<file path="config.mk">
export PLATFORM = sky130hd
export DESIGN_NAME = lbs_sequencer
export DESIGN_NICKNAME = d
export VERILOG_FILES = /design/src/rtl/lbs_pkg.sv /design/src/rtl/lbs_code_check.sv /design/src/rtl/lbs_sequencer.sv /design/src/rtl/lbs_tick_gen.sv
export SDC_FILE = /design/constraint.sdc
export NUM_CORES = 1
export LEC_CHECK = 0
export ABC_AREA = 1
export BUFFER_PORTS_ARGS = -buffer_cell sky130_fd_sc_hd__buf_2
export CAP_MARGIN = 30
export CORE_AREA = 2 2 147 149
export CTS_CLUSTER_DIAMETER = 100
export DETAILED_ROUTE_END_ITERATION = 7
export DIE_AREA = 0 0 149 151
export PLACE_DENSITY_LB_ADDON = 0.08
export SYNTH_ARGS = -nofsm -noshare
export SYNTH_HDL_FRONTEND = slang
export SYNTH_SLANG_ARGS = --single-unit
</file>
<file path="constraint.sdc">
create_clock -name core_clk -period 2.13 [get_ports core_clk]
set_clock_uncertainty 0.2 [all_clocks]
set_input_delay 0.213 -clock core_clk [delete_from_list [all_inputs] [get_ports core_clk]]
set_output_delay 0.213 -clock core_clk [all_outputs]
set_load 0.1 [all_outputs]
</file>
<file path="src/rtl/lbs_pkg.sv">
package lbs_pkg;
   // clock and flash timing, times in ns, counts derived at 200 MHz
   localparam int unsigned CLK_PERIOD_NS = 5;
   localparam int unsigned FAST_HALF_NS = 100_000_000;
   localparam int unsigned SLOW_HALF_NS = 400_000_000;
   localparam int unsigned PAUSE_NS = 1_000_000_000;
   localparam int unsigned FAST_HALF_CYC = FAST_HALF_NS / CLK_PERIOD_NS;
   localparam int unsigned SLOW_HALF_CYC = SLOW_HALF_NS / CLK_PERIOD_NS;
   localparam int unsigned PAUSE_CYC = PAUSE_NS / CLK_PERIOD_NS;
   localparam int unsigned PREAMBLE_FLASHES = 8;
   localparam int unsigned CNT_W = 32;
   localparam int unsigned FLASH_W = 4;
   localparam int unsigned VAL_W = 3;

   // runtime state encoding from the startup firmware
   localparam logic [1:0] RT_STOP = 2'h0;
   localparam logic [1:0] RT_RUN = 2'h1;
   localparam logic [1:0] RT_CONFIG = 2'h2;

   // fault codes and their argument ranges
   localparam logic [2:0] CODE_CARD = 3'h1;
   localparam logic [2:0] CODE_LOADER = 3'h2;
   localparam logic [2:0] CODE_LOGIC = 3'h3;
   localparam logic [2:0] CODE_HW = 3'h4;
   localparam logic [2:0] CODE_RAM = 3'h5;
   localparam logic [2:0] ARG_MIN = 3'h1;
   localparam logic [2:0] ARG_CARD_MAX = 3'h7;
   localparam logic [2:0] ARG_STD_MAX = 3'h6;
   localparam logic [2:0] ARG_RAM = 3'h5;

   typedef enum logic [2:0] {
      S_IDLE,
      S_PRE,
      S_CODE,
      S_PAUSE,
      S_ARG,
      S_GAP
   } lbs_seq_t;
endpackage

</file>
<file path="src/rtl/lbs_code_check.sv">
`timescale 1ns/100ps
module lbs_code_check
   import lbs_pkg::*;
(
   input wire logic [VAL_W-1:0] code,
   input wire logic [VAL_W-1:0] arg,
   output logic ok
);
   always_comb begin
      case (code)
         CODE_CARD: ok = (arg >= ARG_MIN) && (arg <= ARG_CARD_MAX);
         CODE_LOADER: ok = (arg >= ARG_MIN) && (arg <= ARG_STD_MAX);
         CODE_LOGIC: ok = (arg >= ARG_MIN) && (arg <= ARG_STD_MAX);
         CODE_HW: ok = (arg >= ARG_MIN) && (arg <= ARG_STD_MAX);
         CODE_RAM: ok = (arg == ARG_RAM);
         default: ok = 1'b0;
      endcase
   end
endmodule // lbs_code_check

</file>
<file path="src/rtl/lbs_sequencer.sv">
`timescale 1ns/100ps
module lbs_sequencer
   import lbs_pkg::*;
#(
   parameter int unsigned FAST_HALF = FAST_HALF_CYC,
   parameter int unsigned SLOW_HALF = SLOW_HALF_CYC,
   parameter int unsigned PAUSE_LEN = PAUSE_CYC,
   parameter int unsigned PRE_FLASHES = PREAMBLE_FLASHES
) (
   input wire logic core_clk,
   input wire logic sys_rst,
   input wire logic [1:0] rt_state,
   input wire logic plc_fault,
   input wire logic boot_damaged,
   input wire logic fault_valid,
   input wire logic [VAL_W-1:0] fault_code,
   input wire logic [VAL_W-1:0] fault_arg,
   output logic status_red,
   output logic status_green,
   output logic status_blue,
   output logic err_lamp,
   output logic spare_indicator,
   output logic fault_active,
   output logic fault_rejected
);
   typedef struct packed {
      lbs_seq_t seq;
      logic latched;
      logic rejected;
      logic [VAL_W-1:0] code;
      logic [VAL_W-1:0] arg;
      logic lamp;
      logic [FLASH_W-1:0] flashes;
      logic [CNT_W-1:0] cnt;
      logic err;
      logic red;
      logic green;
      logic blue;
      logic spare;
   } lbs_state_t;

   lbs_state_t st;
   lbs_state_t next_st;
   logic fast_tick;
   logic slow_tick;
   logic restart;
   logic code_ok;
   logic in_burst;
   logic burst_tick;
   logic [FLASH_W-1:0] burst_len;

   lbs_tick_gen #(.HALF(FAST_HALF)) u_fast (
      .core_clk(core_clk),
      .sys_rst(sys_rst),
      .restart(restart),
      .tick(fast_tick)
   );

   lbs_tick_gen #(.HALF(SLOW_HALF)) u_slow (
      .core_clk(core_clk),
      .sys_rst(sys_rst),
      .restart(restart),
      .tick(slow_tick)
   );

   lbs_code_check u_check (
      .code(fault_code),
      .arg(fault_arg),
      .ok(code_ok)
   );

   always_comb begin
      in_burst = (st.seq == S_PRE) || (st.seq == S_CODE) || (st.seq == S_ARG);
      burst_tick = (st.seq == S_PRE) ? fast_tick : slow_tick;
      case (st.seq)
         S_PRE: burst_len = FLASH_W'(PRE_FLASHES);
         S_CODE: burst_len = {1'b0, st.code};
         S_ARG: burst_len = {1'b0, st.arg};
         default: burst_len = '0;
      endcase
   end

   always_comb begin
      next_st = st;
      // reserved lamp has no function; held dark in a flop like every other output
      next_st.spare = 1'b0;
      // the bootloader flag is sticky: once seen it owns the panel until reset
      next_st.err = st.err | boot_damaged;
      // first valid code wins; later reports are ignored until reset
      if (fault_valid && !st.latched && code_ok) begin
         next_st.latched = 1'b1;
         next_st.code = fault_code;
         next_st.arg = fault_arg;
      end
      if (fault_valid && !st.latched && !code_ok) begin
         next_st.rejected = 1'b1;
      end

      case (st.seq)
         S_IDLE: begin
            next_st.lamp = 1'b0;
            if (st.latched) begin
               next_st.seq = S_PRE;
            end
         end
         S_PRE, S_CODE, S_ARG: begin
            // each flash is an off half followed by an on half
            if (burst_tick) begin
               if (!st.lamp) begin
                  next_st.lamp = 1'b1;
               end else begin
                  next_st.lamp = 1'b0;
                  if (st.flashes + 1'b1 == burst_len) begin
                     next_st.flashes = '0;
                     next_st.cnt = CNT_W'(PAUSE_LEN - 1);
                     case (st.seq)
                        S_PRE: next_st.seq = S_CODE;
                        S_CODE: next_st.seq = S_PAUSE;
                        default: next_st.seq = S_GAP;
                     endcase
                  end else begin
                     next_st.flashes = st.flashes + 1'b1;
                  end
               end
            end
         end
         S_PAUSE, S_GAP: begin
            next_st.lamp = 1'b0;
            if (st.cnt == '0) begin
               // the gap loops back so the report repeats while latched
               next_st.seq = (st.seq == S_PAUSE) ? S_ARG : S_PRE;
            end else begin
               next_st.cnt = st.cnt - 1'b1;
            end
         end
         default: begin
            next_st.seq = S_IDLE;
            next_st.lamp = 1'b0;
         end
      endcase

      // panel priority: damaged loader, fault report, program crash, run state
      if (next_st.err) begin
         next_st.red = 1'b0;
         next_st.green = 1'b0;
         next_st.blue = 1'b0;
      end else if (next_st.latched) begin
         next_st.red = next_st.lamp;
         next_st.green = 1'b0;
         next_st.blue = 1'b0;
      end else if (plc_fault) begin
         next_st.red = 1'b1;
         next_st.green = 1'b1;
         next_st.blue = 1'b0;
      end else begin
         next_st.red = (rt_state != RT_RUN) && (rt_state != RT_CONFIG);
         next_st.green = (rt_state == RT_RUN);
         next_st.blue = (rt_state == RT_CONFIG);
      end
   end

   // every phase change realigns both tick generators, so each half starts at entry
   assign restart = (next_st.seq != st.seq);

   always_ff @(posedge core_clk) begin
      if (sys_rst) begin
         st <= '0;
      end else begin
         st <= next_st;
      end
   end

   assign status_red = st.red;
   assign status_green = st.green;
   assign status_blue = st.blue;
   assign err_lamp = st.err;
   assign spare_indicator = st.spare;
   assign fault_active = st.latched;
   assign fault_rejected = st.rejected;

   logic quiet;
   assign quiet = !boot_damaged && !st.err && !st.latched && !fault_valid;
endmodule // lbs_sequencer

</file>
<file path="src/rtl/lbs_tick_gen.sv">
`timescale 1ns/100ps
module lbs_tick_gen
   import lbs_pkg::*;
#(
   parameter int unsigned HALF = 2
) (
   input wire logic core_clk,
   input wire logic sys_rst,
   input wire logic restart,
   output logic tick
);
   typedef struct packed {
      logic [CNT_W-1:0] cnt;
      logic tick;
   } lbs_tick_st_t;

   lbs_tick_st_t st;
   lbs_tick_st_t next_st;

   // restart realigns the half period to the start of a new phase
   always_comb begin
      next_st = st;
      next_st.tick = 1'b0;
      if (restart) begin
         next_st.cnt = '0;
      end else if (st.cnt == CNT_W'(HALF - 1)) begin
         next_st.cnt = '0;
         next_st.tick = 1'b1;
      end else begin
         next_st.cnt = st.cnt + 1'b1;
      end
   end

   always_ff @(posedge core_clk) begin
      if (sys_rst) begin
         st <= '0;
      end else begin
         st <= next_st;
      end
   end

   assign tick = st.tick;
endmodule // lbs_tick_gen

</file>
==> results.tsv <==
stage	metric	value	unit
routing	ANT nets after route	0	
global_routing	antenna violations before repair	0	
power_and_ir_drop	Design Power	6.68	mW
layout	Most flops, register	st	
power_and_ir_drop	Max rail drop VDD	537	µV
routing	WL/cell	12.7	µm
setup_path	Critical R2R Capture	st[20]	
routing	via count	6239	
clock_network	TritonCTS Buffers	17	
layout	share of cells above drive strength 1	0.317	
placement	Placer Congestion	0.819	
sta	max-slew violations	0	
clock_network	CTS Sinks	118	
setup_path	crit path launch	st[37]	
yosys	unique cell type count in the Yosys netlist	41	
global_routing	first-pass GRT wire length	29300	µm
floorplanning	number of cell rows	53	
power_and_ir_drop	LEAKAGE	3.88	nW
layout	# diodes	0	
placement	detailed placement HPWL	12200	µm
placement	Placed Cells incl. Taps	1328	
clock_network	Clock Tree Root	clkbuf_16	
layout	Filler cells	2160	
power_and_ir_drop	Seq pwr share	0.344	
yosys	sequential share of the synthesized area	0.349	
sta	fmax	457	MHz
setup_path	FF-to-FF path depth	13	
sta	Tmin final	2.19	ns
setup_path	worst r2r src	st[37]	
clock_network	CTS H-tree depth	4	
clock_network	clock buffer depth	2	
power_and_ir_drop	Sw Ratio	0.273	
global_routing	GRT Util Overall	0.163	
global_routing	pin count of the biggest net entering global routing	33	
sta	Final Hold Fails	0	
yosys	Yosys top cell by area	dfxtp_1	
yosys	most common flop cell mapped by yosys	dfxtp_1	
yosys	synthesis warning total	0	
routing	First-pass DRT Iterations	5	
run	# Max-Cap Violations	0	
global_routing	GR Overflow Total	0	
floorplanning	Top Ports	20	
sta	period utilization	1.03	
yosys	post-synth top area share	0.349	
power_and_ir_drop	Net Switching	1.82	mW
sta	final setup margin	-0.0603	ns
yosys	commonest cells in the netlist	nand2_1, nor2_1, inv_1	
routing	DRT Wirelength	17700	µm
power_and_ir_drop	power share of the combinational group	0.182	
setup_path	Worst path slowest cell	dfxtp_2	
yosys	number of synthesized flops with an enable pin	0	
clock_network	Reg clk slew, reported paths	0.06	ns
floorplanning	core box area	0.0208	mm²
setup_path	crit-path cells	buf_6 > nand3_1 > nand2_2 > nand2_2 > nand2_2 > nand2_2 > nor2_4 > nand3_2 > nand2_2 > nand3_4 > buf_12 > clkbuf_16 > a211oi_2	
setup_path	crit end category	flop	
setup_path	Crit path arrival time	2.32	ns
layout	Layout area overhead	39.9	%
yosys	asr flop ratio synth	0	
power_and_ir_drop	pwr/cell area	706	mW/mm²
layout	largest registers	st (46), u_fast.st (32), u_slow.st (32)	
setup_path	crit-path most repeated cell	nand2_2	
yosys	Mapped Nets	957	
setup_path	Largest stage delay, worst path	0.35	ns
yosys	most frequent cell after synthesis	nand2_1	
yosys	Mapped Cells	937	
sta	endpoints failing setup	55	
hold_path	HP Class	in2reg	
floorplanning	Die W	149	µm
power_and_ir_drop	clock share of power	0.474	
sta	RSZ-0062 raised after global routing	true	
hold_path	min-delay src	rt_state[1]	
routing	DRT iter0 DRCs	276	
yosys	Synth area leaders	dfxtp_1, nand2_1, nor2_1	
floorplanning	Die ar.	0.0225	mm²
power_and_ir_drop	P_int	4.85	mW
global_routing	vias in the first global route	6100	
routing	DR DRC count	0	
yosys	Post-Syn Area	0.00676	mm²
outcome	failing checks	setup timing	
setup_path	critical path class	reg2reg	
layout	layout net count	1122	
routing	post-DR vias/cell	4.49	
clock_network	CTS tree	built	
outcome	status	finished, violations left	
setup_path	CP Capture Point	st[20]	
setup_path	worst reg2reg setup slack	-0.06	ns
setup_path	Data required, critical path	2.26	ns
yosys	Seq cells post-synth	118	
clock_network	clk_lat worst skew	0.42	ns
setup_path	crit-path max FO	6	
layout	max reg flops	46	
floorplanning	Initial Utilization	0.325	
placement	PortBufs	18	
yosys	syn_area_per_cell	7.22	µm²
setup_path	critical path startpoint category	flop	
floorplanning	Die Y	151	µm
layout	fin cells	1390	
==> cells in the final DEF (no fill, tap or decap), types with 3 or more instances in the layout <==
cell type	n
inv_2	4
nor2_2	14
nor4_1	12
ha_1	5
dfxtp_2	9
nor3_2	9
a21oi_2	18
clkinvlp_4	3
xnor2_1	27
clkbuf_16	19
clkbuf_1	3
nand3_2	14
bufinv_16	5
nand2_2	25
inv_1	127
dfxtp_1	108
nor2_1	127
nor3_1	17
buf_2	18
o21ai_0	25
nand3_1	39
nor2_4	45
buf_12	8
nand4_1	28
dlygate4sd3_1	11
nand2_4	9
buf_4	120
a211oi_2	4
nand3_4	3
buf_6	3
xor2_1	50
nand2_1	143
a21oi_1	30
==> routing by layer <==
metal	up-vias	global-route usage	share of wire
met5	-	0	0
met4	0	0.0543	0.014
met3	15	0.0253	0.020
met2	54	0.273	0.47
met1	2878	0.214	0.50
li1	3292	-	-
==> cells by family (layout without fill, tap and decap cells) <==
| logic type | after synthesis | count (layout) | share of synthesized area |
|---|---|---|---|
| buffers and inverters | 155 | 332 | 0.0982 |
| xor gates and xnor gates | 78 | 78 | 0.101 |
| and+or+nand+nor | 496 | 497 | 0.368 |
| adders and majority gates | 7 | 7 | 0.0129 |
| other | 1 | 1 | 0.000554 |
| AOI/OAI and AO/OA | 82 | 82 | 0.0697 |
| DFF | 118 | 118 | 0.349 |
==> worst max-delay path: cells and delay by family (launching register included) <==
family	cells	cell delay (ns)
and+or+nand+nor	9	0.90
buffers and inverters	3	0.47
DFF	1	0.35
AOI/OAI and AO/OA	1	0.17
==> how the worst min path moves through the flow <==
stage / end / slack [ns] / depth (start not counted)
2_1_floorplan: status_blue / 0.09 / 1
3_3_place_gp: status_blue / 0.22 / 2
3_5_place_dp: status_blue / 0.22 / 2
4_1_cts: status_green / 0.03 / 5
5_1_grt: status_red / 0.04 / 4
6_report: status_red / 0.04 / 4
==> power by group through the flow <==
| stage | logic, mW | registers (mW) | clock network, mW |
|---|---|---|---|
| 2_1_floorplan | 0.614 | 2.39 | 0 |
| 3_3_place_gp | 1.03 | 2.34 | 0 |
| 3_5_place_dp | 1.03 | 2.34 | 0 |
| 4_1_cts | 1.12 | 2.30 | 3.25 |
| 5_1_grt | 1.33 | 2.30 | 3.34 |
| 6_report | 1.21 | 2.30 | 3.17 |
==> metrics by stage <==
stage	hold slack, ns	setup slack [ns]	utilization	instance area, µm²	setup TNS (ns)
2_1_floorplan	0.0891	0.00153	-	6770	0
3_3_place_gp	0.220	-0.0764	0.384	8000	-4.06
3_5_place_dp	0.224	-0.0773	0.384	8000	-3.25
4_1_cts	0.0290	-0.0321	0.433	9030	-0.422
5_1_grt	0.0438	-0.210	0.454	9460	-14.74
6_report	0.0359	-0.0603	0.454	9460	-1.17
==> cell type report <==
cell class                 count  area (µm²)  area share
timing repair inverter         2        22.5     0.00238
multi-input combinational    665        4120       0.435
sequential                   118        2380       0.251
timing repair buffer         165        1430       0.151
clock buffer                  20         437      0.0462
clock inverter                12         200      0.0212
tap                          275         344      0.0364
inverter                     133         528      0.0558
==> repair_timing <==
item | 4_1_cts | 5_1_grt
hold buffers | 11 | 0
endpoints found under the hold margin | 11 | 0
pin swaps | 9 | 23
buffers inserted | 5 | 6
cloned | 4 | 4
gates resized for setup | 36 | 88
endpoints found under the setup margin | 92 | 98
(Power assumes the default switching activity.)
